## config.mk

```make
export PLATFORM = sky130hd
export DESIGN_NAME = pll_base_clock_selector
export DESIGN_NICKNAME = d
export VERILOG_FILES = /design/src/pkg/pll_clk_pkg.sv /design/src/hdl/pll_base_clock_selector.sv /design/src/hdl/source_edge_detect.sv
export SDC_FILE = /design/constraint.sdc
export NUM_CORES = 1
export LEC_CHECK = 0
export BUFFER_PORTS_ARGS = -buffer_cell sky130_fd_sc_hd__buf_2
export CAP_MARGIN = 20
export CORE_ASPECT_RATIO = 0.8
export CORE_MARGIN = 3
export CORE_UTILIZATION = 46
export DETAILED_ROUTE_END_ITERATION = 6
export GPL_ROUTABILITY_DRIVEN = 0
export GPL_TIMING_DRIVEN = 0
export HOLD_SLACK_MARGIN = 0.08
export PLACE_DENSITY = 0.79
export SYNTH_ARGS = -nofsm -noshare
export SYNTH_HDL_FRONTEND = slang
export SYNTH_SLANG_ARGS = --single-unit
export TNS_END_PERCENT = 10
```

## constraint.sdc

```tcl
create_clock -name clk_i -period 2.3 [get_ports clk_i]
set_input_delay 0.46 -clock clk_i [delete_from_list [all_inputs] [get_ports clk_i]]
set_output_delay 0.46 -clock clk_i [all_outputs]
set_load 0.01 [all_outputs]
```

## src/pkg/pll_clk_pkg.sv

```systemverilog
// constants, field positions and types shared by the clock selector design
// assumes byte addressing on a 32-bit classic wishbone bus, 8-bit registers in the low lane
package pll_clk_pkg;

  // ==========================================================================
  // register byte offsets
  localparam logic [7:0] OFF_CONTROL   = 8'h00;
  localparam logic [7:0] OFF_BANDWIDTH = 8'h04;
  localparam logic [7:0] OFF_PROGRAM   = 8'h08;

  // ==========================================================================
  // control register fields
  localparam int CTL_IRQ_EN_BIT = 7;
  localparam int CTL_FLAG_BIT   = 6;
  localparam int CTL_POWER_BIT  = 5;
  localparam int CTL_SELECT_BIT = 4;
  localparam logic [3:0] CTL_LOW_READ = 4'hf;

  // ==========================================================================
  // bandwidth register fields
  localparam int BW_AUTO_BIT = 7;
  localparam int BW_LOCK_BIT = 6;

  // ==========================================================================
  // program register fields
  localparam int PRG_MUL_LSB   = 4;
  localparam int PRG_RANGE_LSB = 0;

  // ==========================================================================
  // reset values
  localparam logic [7:0] PROGRAM_RESET = 8'h66;
  localparam logic       POWER_RESET   = 1'b1;

  // ==========================================================================
  // source switch timing, in edges of each source
  localparam logic [1:0] SWITCH_EDGES = 2'h3;

  // ==========================================================================
  // source switch sequencer states
  typedef enum logic [1:0] {
    SW_RUN,
    SW_DRAIN_OLD,
    SW_FILL_NEW
  } switch_e;

endpackage

```

## src/hdl/pll_base_clock_selector.sv

```systemverilog
// digital control of the clock generator: base clock selection and pll control registers
// assumes source clocks and status inputs are slow against clk_i and synchronous
// assumes a classic wishbone master with 32-bit data, registers in byte lane 0

// What this block does
// (RULE1) switch waits three old, three new edges
// (RULE2) base clock frozen during source switch
// (RULE3) chosen source divided by two
// (RULE4) bus clock is half base clock
// (RULE5) select bit picks vco, else crystal
// (RULE6) select set ignored while pll off
// (RULE7) power clear ignored while vco selected
// (RULE8) power and select never change together
// (RULE9) zero range disables pll, forces crystal
// (RULE10) multiplier zero behaves as one
// (RULE11) program register: multiplier high, range low
// (RULE12) oscillator enable gates crystal and pll
// (RULE13) lock detector drives interrupt output
// (RULE14) interrupt enable bit is read write
// (RULE15) enable ignores writes, reads zero manual
// (RULE16) flag set on every lock toggle in auto mode
// (RULE17) irq while flag and enable set
// (RULE18) flag reads zero in manual mode
// (RULE19) control register read clears flag
// (RULE20) reset clears enable and flag
// (RULE21) power bit resets set
// (RULE22) reset and stop clear select
// (RULE23) lock status read only in auto
// (RULE24) auto bit selects bandwidth mode
// (RULE25) source edges through synchronisers
// (RULE26) program writes ignored while pll on
module pll_base_clock_selector (
  // clock and reset
  input  wire logic        clk_i,
  input  wire logic        rst_i,
  // wishbone slave
  input  wire logic        cyc_i,
  input  wire logic        stb_i,
  input  wire logic        we_i,
  input  wire logic [7:0]  adr_i,
  input  wire logic [31:0] dat_i,
  input  wire logic [3:0]  sel_i,
  output logic      [31:0] dat_o,
  output logic             ack_o,
  // source clocks
  input  wire logic        crystal_clock_i,
  input  wire logic        vco_clock_i,
  // system integration and lock detector
  input  wire logic        osc_enable_in_i,
  input  wire logic        stop_i,
  input  wire logic        lock_i,
  // clock outputs
  output logic             base_clock_out_o,
  output logic             bus_clock_o,
  // pll control outputs
  output logic             pll_irq_out_o,
  output logic             pll_enable_o,
  output logic             osc_run_o,
  output logic      [3:0]  multiplier_n_o,
  output logic      [3:0]  range_factor_o
);

  typedef struct packed {
    logic                  irq_en;
    logic                  flag;
    logic                  power;
    logic                  select;
    logic                  auto_bw;
    logic                  lock_seen;
    logic [3:0]            mul;
    logic [3:0]            rng;
    pll_clk_pkg::switch_e  sw;
    logic [1:0]            edges;
    logic                  cur_vco;
    logic                  base;
    logic                  bus;
    logic                  irq;
    logic                  pll_en;
    logic                  osc_run;
    logic [3:0]            mul_n;
    logic                  ack;
    logic [31:0]           rdat;
  } state_s;

  state_s s;
  state_s next_s;

  logic xtal_rise;
  logic vco_rise;
  logic access;
  logic wr_lane;
  logic rd_ctl;
  logic toggle;
  logic old_rise;
  logic new_rise;
  logic [7:0] wbyte;

  // ==========================================================================
  // helpers
  function automatic logic hit(input logic [7:0] adr, input logic [7:0] off);
    hit = (adr[7:2] == off[7:2]);
  endfunction

  function automatic logic [3:0] feedback_n(input logic [3:0] mul);
    feedback_n = (mul == 4'h0) ? 4'h1 : mul;
  endfunction

  // ==========================================================================
  // source edge sampling
  source_edge_detect u_xtal_edge (
    .clk_i    (clk_i),
    .rst_i    (rst_i),
    .src_i    (crystal_clock_i),
    .enable_i (osc_enable_in_i),
    .rise_o   (xtal_rise)
  ); // [RULE25] [RULE12]

  source_edge_detect u_vco_edge (
    .clk_i    (clk_i),
    .rst_i    (rst_i),
    .src_i    (vco_clock_i),
    .enable_i (s.pll_en),
    .rise_o   (vco_rise)
  ); // [RULE25] [RULE12]

  // ==========================================================================
  // bus decode
  assign access   = cyc_i & stb_i & ~s.ack;
  assign wr_lane  = access & we_i & sel_i[0];
  assign rd_ctl   = access & ~we_i & hit(adr_i, pll_clk_pkg::OFF_CONTROL);
  assign wbyte    = dat_i[7:0];
  assign toggle   = s.auto_bw & (lock_i != s.lock_seen);
  assign old_rise = s.cur_vco ? vco_rise : xtal_rise;
  assign new_rise = s.cur_vco ? xtal_rise : vco_rise;

  // ==========================================================================
  // next state
  always_comb begin
    next_s           = s;
    next_s.ack       = access;
    next_s.rdat      = 32'h0;
    next_s.lock_seen = lock_i;

    // read data, low byte only
    if (access && !we_i) begin
      if (hit(adr_i, pll_clk_pkg::OFF_CONTROL)) begin
        next_s.rdat[pll_clk_pkg::CTL_IRQ_EN_BIT] = s.irq_en & s.auto_bw; // [RULE15]
        next_s.rdat[pll_clk_pkg::CTL_FLAG_BIT]   = s.flag & s.auto_bw;   // [RULE18]
        next_s.rdat[pll_clk_pkg::CTL_POWER_BIT]  = s.power;
        next_s.rdat[pll_clk_pkg::CTL_SELECT_BIT] = s.select;
        next_s.rdat[3:0]                         = pll_clk_pkg::CTL_LOW_READ;
      end else if (hit(adr_i, pll_clk_pkg::OFF_BANDWIDTH)) begin
        next_s.rdat[pll_clk_pkg::BW_AUTO_BIT] = s.auto_bw;
        next_s.rdat[pll_clk_pkg::BW_LOCK_BIT] = lock_i & s.auto_bw; // [RULE23]
      end else if (hit(adr_i, pll_clk_pkg::OFF_PROGRAM)) begin
        next_s.rdat[7:0] = {s.mul, s.rng}; // [RULE11]
      end
    end

    // control register write
    if (wr_lane && hit(adr_i, pll_clk_pkg::OFF_CONTROL)) begin
      if (s.auto_bw) begin
        next_s.irq_en = wbyte[pll_clk_pkg::CTL_IRQ_EN_BIT]; // [RULE14] [RULE15]
      end
      // stop or zero range in the same cycle would clear select under the write
      if (!stop_i && s.rng != 4'h0) begin
        if (wbyte[pll_clk_pkg::CTL_POWER_BIT] != s.power &&
            wbyte[pll_clk_pkg::CTL_SELECT_BIT] != s.select) begin
          next_s.power  = s.power; // [RULE8]
        end else if (wbyte[pll_clk_pkg::CTL_POWER_BIT] != s.power) begin
          if (!(s.select && !wbyte[pll_clk_pkg::CTL_POWER_BIT])) begin
            next_s.power = wbyte[pll_clk_pkg::CTL_POWER_BIT]; // [RULE7]
          end
        end else if (wbyte[pll_clk_pkg::CTL_SELECT_BIT] != s.select) begin
          if (s.power || !wbyte[pll_clk_pkg::CTL_SELECT_BIT]) begin
            next_s.select = wbyte[pll_clk_pkg::CTL_SELECT_BIT]; // [RULE6] [RULE5]
          end
        end
      end
    end

    // bandwidth register write
    if (wr_lane && hit(adr_i, pll_clk_pkg::OFF_BANDWIDTH)) begin
      next_s.auto_bw = wbyte[pll_clk_pkg::BW_AUTO_BIT]; // [RULE24]
    end

    // program register write, locked out while pll is on
    if (wr_lane && hit(adr_i, pll_clk_pkg::OFF_PROGRAM) && !s.power) begin
      next_s.mul = wbyte[pll_clk_pkg::PRG_MUL_LSB +: 4]; // [RULE26] [RULE11]
      next_s.rng = wbyte[pll_clk_pkg::PRG_RANGE_LSB +: 4];
    end

    // lock change flag, set wins over the read clear
    if (toggle) begin
      next_s.flag = 1'b1; // [RULE16]
    end else if (rd_ctl) begin
      next_s.flag = 1'b0; // [RULE19]
    end

    // forced deselect
    if (stop_i || s.rng == 4'h0) begin
      next_s.select = 1'b0; // [RULE22] [RULE9]
    end

    // derived outputs
    next_s.irq     = s.flag & s.irq_en & s.auto_bw; // [RULE17] [RULE13]
    next_s.pll_en  = s.power & osc_enable_in_i & (s.rng != 4'h0); // [RULE9] [RULE12]
    next_s.osc_run = osc_enable_in_i; // [RULE12]
    next_s.mul_n   = feedback_n(s.mul); // [RULE10]

    // source switch sequencer, base clock frozen outside run
    case (s.sw)
      pll_clk_pkg::SW_RUN: begin
        if (s.select != s.cur_vco) begin
          next_s.sw    = pll_clk_pkg::SW_DRAIN_OLD; // [RULE1]
          next_s.edges = 2'h0;
        end else if (old_rise) begin
          next_s.base = ~s.base; // [RULE3] [RULE5]
          if (!s.base) begin
            next_s.bus = ~s.bus; // [RULE4]
          end
        end
      end
      pll_clk_pkg::SW_DRAIN_OLD: begin
        if (old_rise) begin
          next_s.edges = s.edges + 2'h1;
          if (s.edges == pll_clk_pkg::SWITCH_EDGES - 2'h1) begin
            next_s.sw    = pll_clk_pkg::SW_FILL_NEW; // [RULE1] [RULE2]
            next_s.edges = 2'h0;
          end
        end
      end
      pll_clk_pkg::SW_FILL_NEW: begin
        if (new_rise) begin
          next_s.edges = s.edges + 2'h1;
          if (s.edges == pll_clk_pkg::SWITCH_EDGES - 2'h1) begin
            next_s.sw      = pll_clk_pkg::SW_RUN; // [RULE1] [RULE2]
            next_s.edges   = 2'h0;
            next_s.cur_vco = ~s.cur_vco;
          end
        end
      end
      default: begin
        next_s.sw = pll_clk_pkg::SW_RUN;
      end
    endcase
  end

  // ==========================================================================
  // state register
  always_ff @(posedge clk_i) begin
    if (rst_i) begin
      s        <= '0; // [RULE20] [RULE22]
      s.power  <= pll_clk_pkg::POWER_RESET; // [RULE21]
      s.mul    <= pll_clk_pkg::PROGRAM_RESET[7:4];
      s.rng    <= pll_clk_pkg::PROGRAM_RESET[3:0];
      s.sw     <= pll_clk_pkg::SW_RUN;
    end else begin
      s <= next_s;
    end
  end

  // ==========================================================================
  // outputs, all straight from the state register
  assign dat_o            = s.rdat;
  assign ack_o            = s.ack;
  assign base_clock_out_o = s.base;
  assign bus_clock_o      = s.bus;
  assign pll_irq_out_o    = s.irq;
  assign pll_enable_o     = s.pll_en;
  assign osc_run_o        = s.osc_run;
  assign multiplier_n_o   = s.mul_n;
  assign range_factor_o   = s.rng;
endmodule

```

## src/hdl/source_edge_detect.sv

```systemverilog
// rising edge detector for a free running source clock sampled by clk_i
// assumes the source runs well below half the clk_i rate
module source_edge_detect (
  // clock and reset
  input  wire logic clk_i,
  input  wire logic rst_i,
  // source
  input  wire logic src_i,
  input  wire logic enable_i,
  // edge pulse
  output logic      rise_o
);

  typedef struct packed {
    logic sync1;
    logic sync2;
    logic prev;
  } sample_s;

  sample_s s;
  sample_s next_s;

  // ==========================================================================
  // two stage synchroniser, third stage only for edge detection
  always_comb begin
    next_s       = s;
    next_s.sync1 = src_i;
    next_s.sync2 = s.sync1;
    next_s.prev  = s.sync2;
  end

  always_ff @(posedge clk_i) begin
    if (rst_i) begin
      s <= '0;
    end else begin
      s <= next_s;
    end
  end

  // gated source yields no edges at all
  assign rise_o = s.sync2 & ~s.prev & enable_i;

endmodule

```

==> impl_results.md <==
* Initial antenna violation count at 0
* Vias in the first global route at between 1.5k and 2k
* Max_cap viols at 0
* Starting Density at 49.7%
* Clock buffer count from CTS at 5
* HPWL Detailed at 3420 µm
* Unrepaired setup endpoints after global routing: no
* Antenna fix cells at 0
* Number of synthesized flops with an enable pin at 0
* Cells after Synth at 248
* Yosys warns at 0
* Hold Path Class: in -> reg
* Row cnt at 21
* Avg WL per Cell at 12.0 µm
* Post-CTS Resized at 0
* Cell at the slowest stage of the critical path: a2111oi_0
* Outcome: finished clean
* Pin count of the biggest net entering global routing at 14
* CP top delay family: compound AO/OA/AOI/OAI gates
* Min Tclk post-route at 1.80 ns
* Syn-to-layout area delta at 23.9%
* Final hold violation count at 0
* I/O Pins at 100
* H-tree lvl count at 2
* Via count at ~1.8k
* Share of flip-flops with an asynchronous set or reset at 0%
* PD cells at 613 nW/µm²
* Critical-path cell list: inv_1, ha_1, mux2i_1, o22ai_1, a2111oi_0, nor4_1
* Chip Height at approximately 67 µm
* Syn Area/Cell at 8.69 µm²
* Final ANT Viol Nets at 0
* Buf+Inv Stages, Crit Path at 1
* GR Overflow Total at 0
* Post CTS Setup Buffer Count at 0
* CP startpoint: s[45]
* Startpoint type of the worst setup path: flip-flop
* DRC at 0
* Launch point of the worst reg-to-reg path: s[45]
* Required @ worst endpoint at approximately 2.5 ns
* DRT iter0 DRCs at between 100 and 150
* Slew headroom at 60.5%
* Slew Limit Fails at 0
* Clock Tree Buf Depth at 2
* Leakage at 1.21 nW
* R2R Setup Slk at 0.50 ns
* Clk slew on worst S/H paths at 0.08 ns
* CTS root buf: clkbuf_8
* CP peak stage delay at 0.48 ns
* Critical path arrival at 1.95 ns
* Worst Path Class, Setup: reg -> reg
* Total GRT Usage at 17.4%
* Maximum clock frequency at 0.556 GHz
* End of the critical path: s[46]
* Flops & latches, synth at 43
* Die Span X at 82.5 µm
* Period utilization at 78.2%
* Worst slew pin tran at just under 0.6 ns
* R2R Path End: s[46]
* Clock skew at 0.00769 ns
* Core Box Area at 4340 µm²
* CTS tree: yes
* Clock latency reported for the late side of the worst-skew pair at approximately 0.30 ns
* DR vias/cell at 4.84
* Synth Flop Type: dfxtp_1
* Critical path depth at 6
* Synth Cell Area at 2150 µm²
* Routed WL at 4570 µm
* Die Area at 5550 µm²
* Max VDD drop at 0.431 mV
* Global-route wire length before repair at 7360 µm
* Cell variety after synth at 47
* Crit-path max FO at 7
* Fin util at 61.6%
* First-pass iteration count of the detailed router at 4
* R2R depth at 6
* Number of endpoints failing setup at the final stage at 0
* Share of layout cells above drive strength 1 at roughly 30%
* Setup TNS at 0 ns
* Clock sink count at 43
* Critical path endpoint category: flip-flop
* Register area share after synthesis at 40.0%
* Final #Nets at 380
* Post-CTS Hold Buffers at 0
* Buffers on Ports at 45
[how the worst min path moves through the flow]
stage	start	to	slack, ns	cells past startpoint
after floorplan	u_vco_edge.next_s[1]	u_vco_edge.next_s[0]	0.41	1
after global placement	u_xtal_edge.next_s[1]	u_xtal_edge.next_s[0]	0.42	1
after detailed placement	u_xtal_edge.next_s[1]	u_xtal_edge.next_s[0]	0.43	1
after CTS	crystal_clock_i	u_xtal_edge.next_s[1]	0.37	2
after global routing	crystal_clock_i	u_xtal_edge.next_s[1]	0.37	2
final	crystal_clock_i	u_xtal_edge.next_s[1]	0.37	2
[synth_stat cells (all sizes together) (4+ instances only)]
library cell	instances	area share, %
o21ai	9	2.1
nor4	4	1.9
o211ai	4	1.4
a21oi	13	3.0
mux2i	4	1.9
dfxtp	43	40
nor3	4	0.93
nor2b	14	4.1
nand2	12	2.1
nor2	18	3.1
and4	4	1.6
clkbuf	9	1.6
nand3	13	3.0
inv	10	1.7
buf	41	14
[placed cells by master (no fill, tap or decap), types with 3 or more instances in the layout]
cell      instances
nor2b_1          14
mux2i_1           4
and2_1            3
buf_2            46
nor2_1           18
xor2_1            3
o21ai_0           9
nor4_1            3
and4_1            4
inv_1            10
nand2_1          12
o211ai_1          4
clkbuf_8          5
nor3_1            4
dfxtp_1          43
and3b_1           3
a21oi_1          13
conb_1           24
nand3_1          13
buf_4            40
ha_1              3
clkbuf_1         10
[worst register-to-register path, stage by stage, from the launching register on]
cell       delay, ns
dfxtp_1         0.36
inv_1           0.08
ha_1            0.29
mux2i_1         0.17
o22ai_1         0.20
a2111oi_0       0.48
nor4_1          0.09
[through the flow]
| step | hold slack, ns | cells | cell area, µm² | setup slack [ns] | power [mW] |
|---|---|---|---|---|---|
| after global placement | 0.424 | 373 | 2540 | 0.280 | 0.955 |
| after global routing | 0.370 | 381 | 2670 | 0.313 | 1.69 |
| after CTS | 0.366 | 381 | 2670 | 0.492 | 1.64 |
| after floorplan | 0.414 | 271 | 2240 | 0.482 | 0.908 |
| final | 0.369 | 381 | 2670 | 0.502 | 1.64 |
| after detailed placement | 0.428 | 373 | 2540 | 0.250 | 0.961 |
[sequential cells by signal, indices dropped and copies added, names as in the netlist, 2 cells and up]
register and cells:
dat_o 8, u_xtal_edge.next_s 2, u_vco_edge.next_s 2, multiplier_n_o 4, s 15, range_factor_o 4
[power breakdown]
part / total, mW / switching (mW) / internal [mW]
Sequential: 0.764 / 0.00675 / 0.758
Combinational: 0.181 / 0.0999 / 0.0814
Clock: 0.691 / 0.257 / 0.434
Total: 1.64 / 0.364 / 1.27
[logic make-up (layout without fill, tap and decap cells)]
logic type	after synthesis	count (layout)	share of synthesized area, %
AOI/OAI and AO/OA	44	44	13.4
xor gates and xnor gates	4	4	1.63
adders and majority gates	3	3	1.74
buffers and inverters	60	113	17.5
DFF	43	43	40.0
muxes	5	5	2.38
other	1	24	0.174
and+or+nand+nor	88	88	23.3
[metal layers]
| layer | global-route usage, % | part of all wire, % |
|---|---|---|
| met5 | 0 | 0 |
| met4 | 5.92 | 1.3 |
| met3 | 4.67 | 8.5 |
| met2 | 26.4 | 45 |
| met1 | 24.0 | 45 |
[area by class of cell]
type,instances,area (µm²)
multi-input cells,168,1000
plain buffers,50,339
clock inverters,2,60.1
flip-flops and latches,43,861
clock buffers,6,72.6
fillers,401,1670
repair buffers,45,225
well taps,57,71.3
inverters,10,37.5
(Power assumes the default switching activity.)
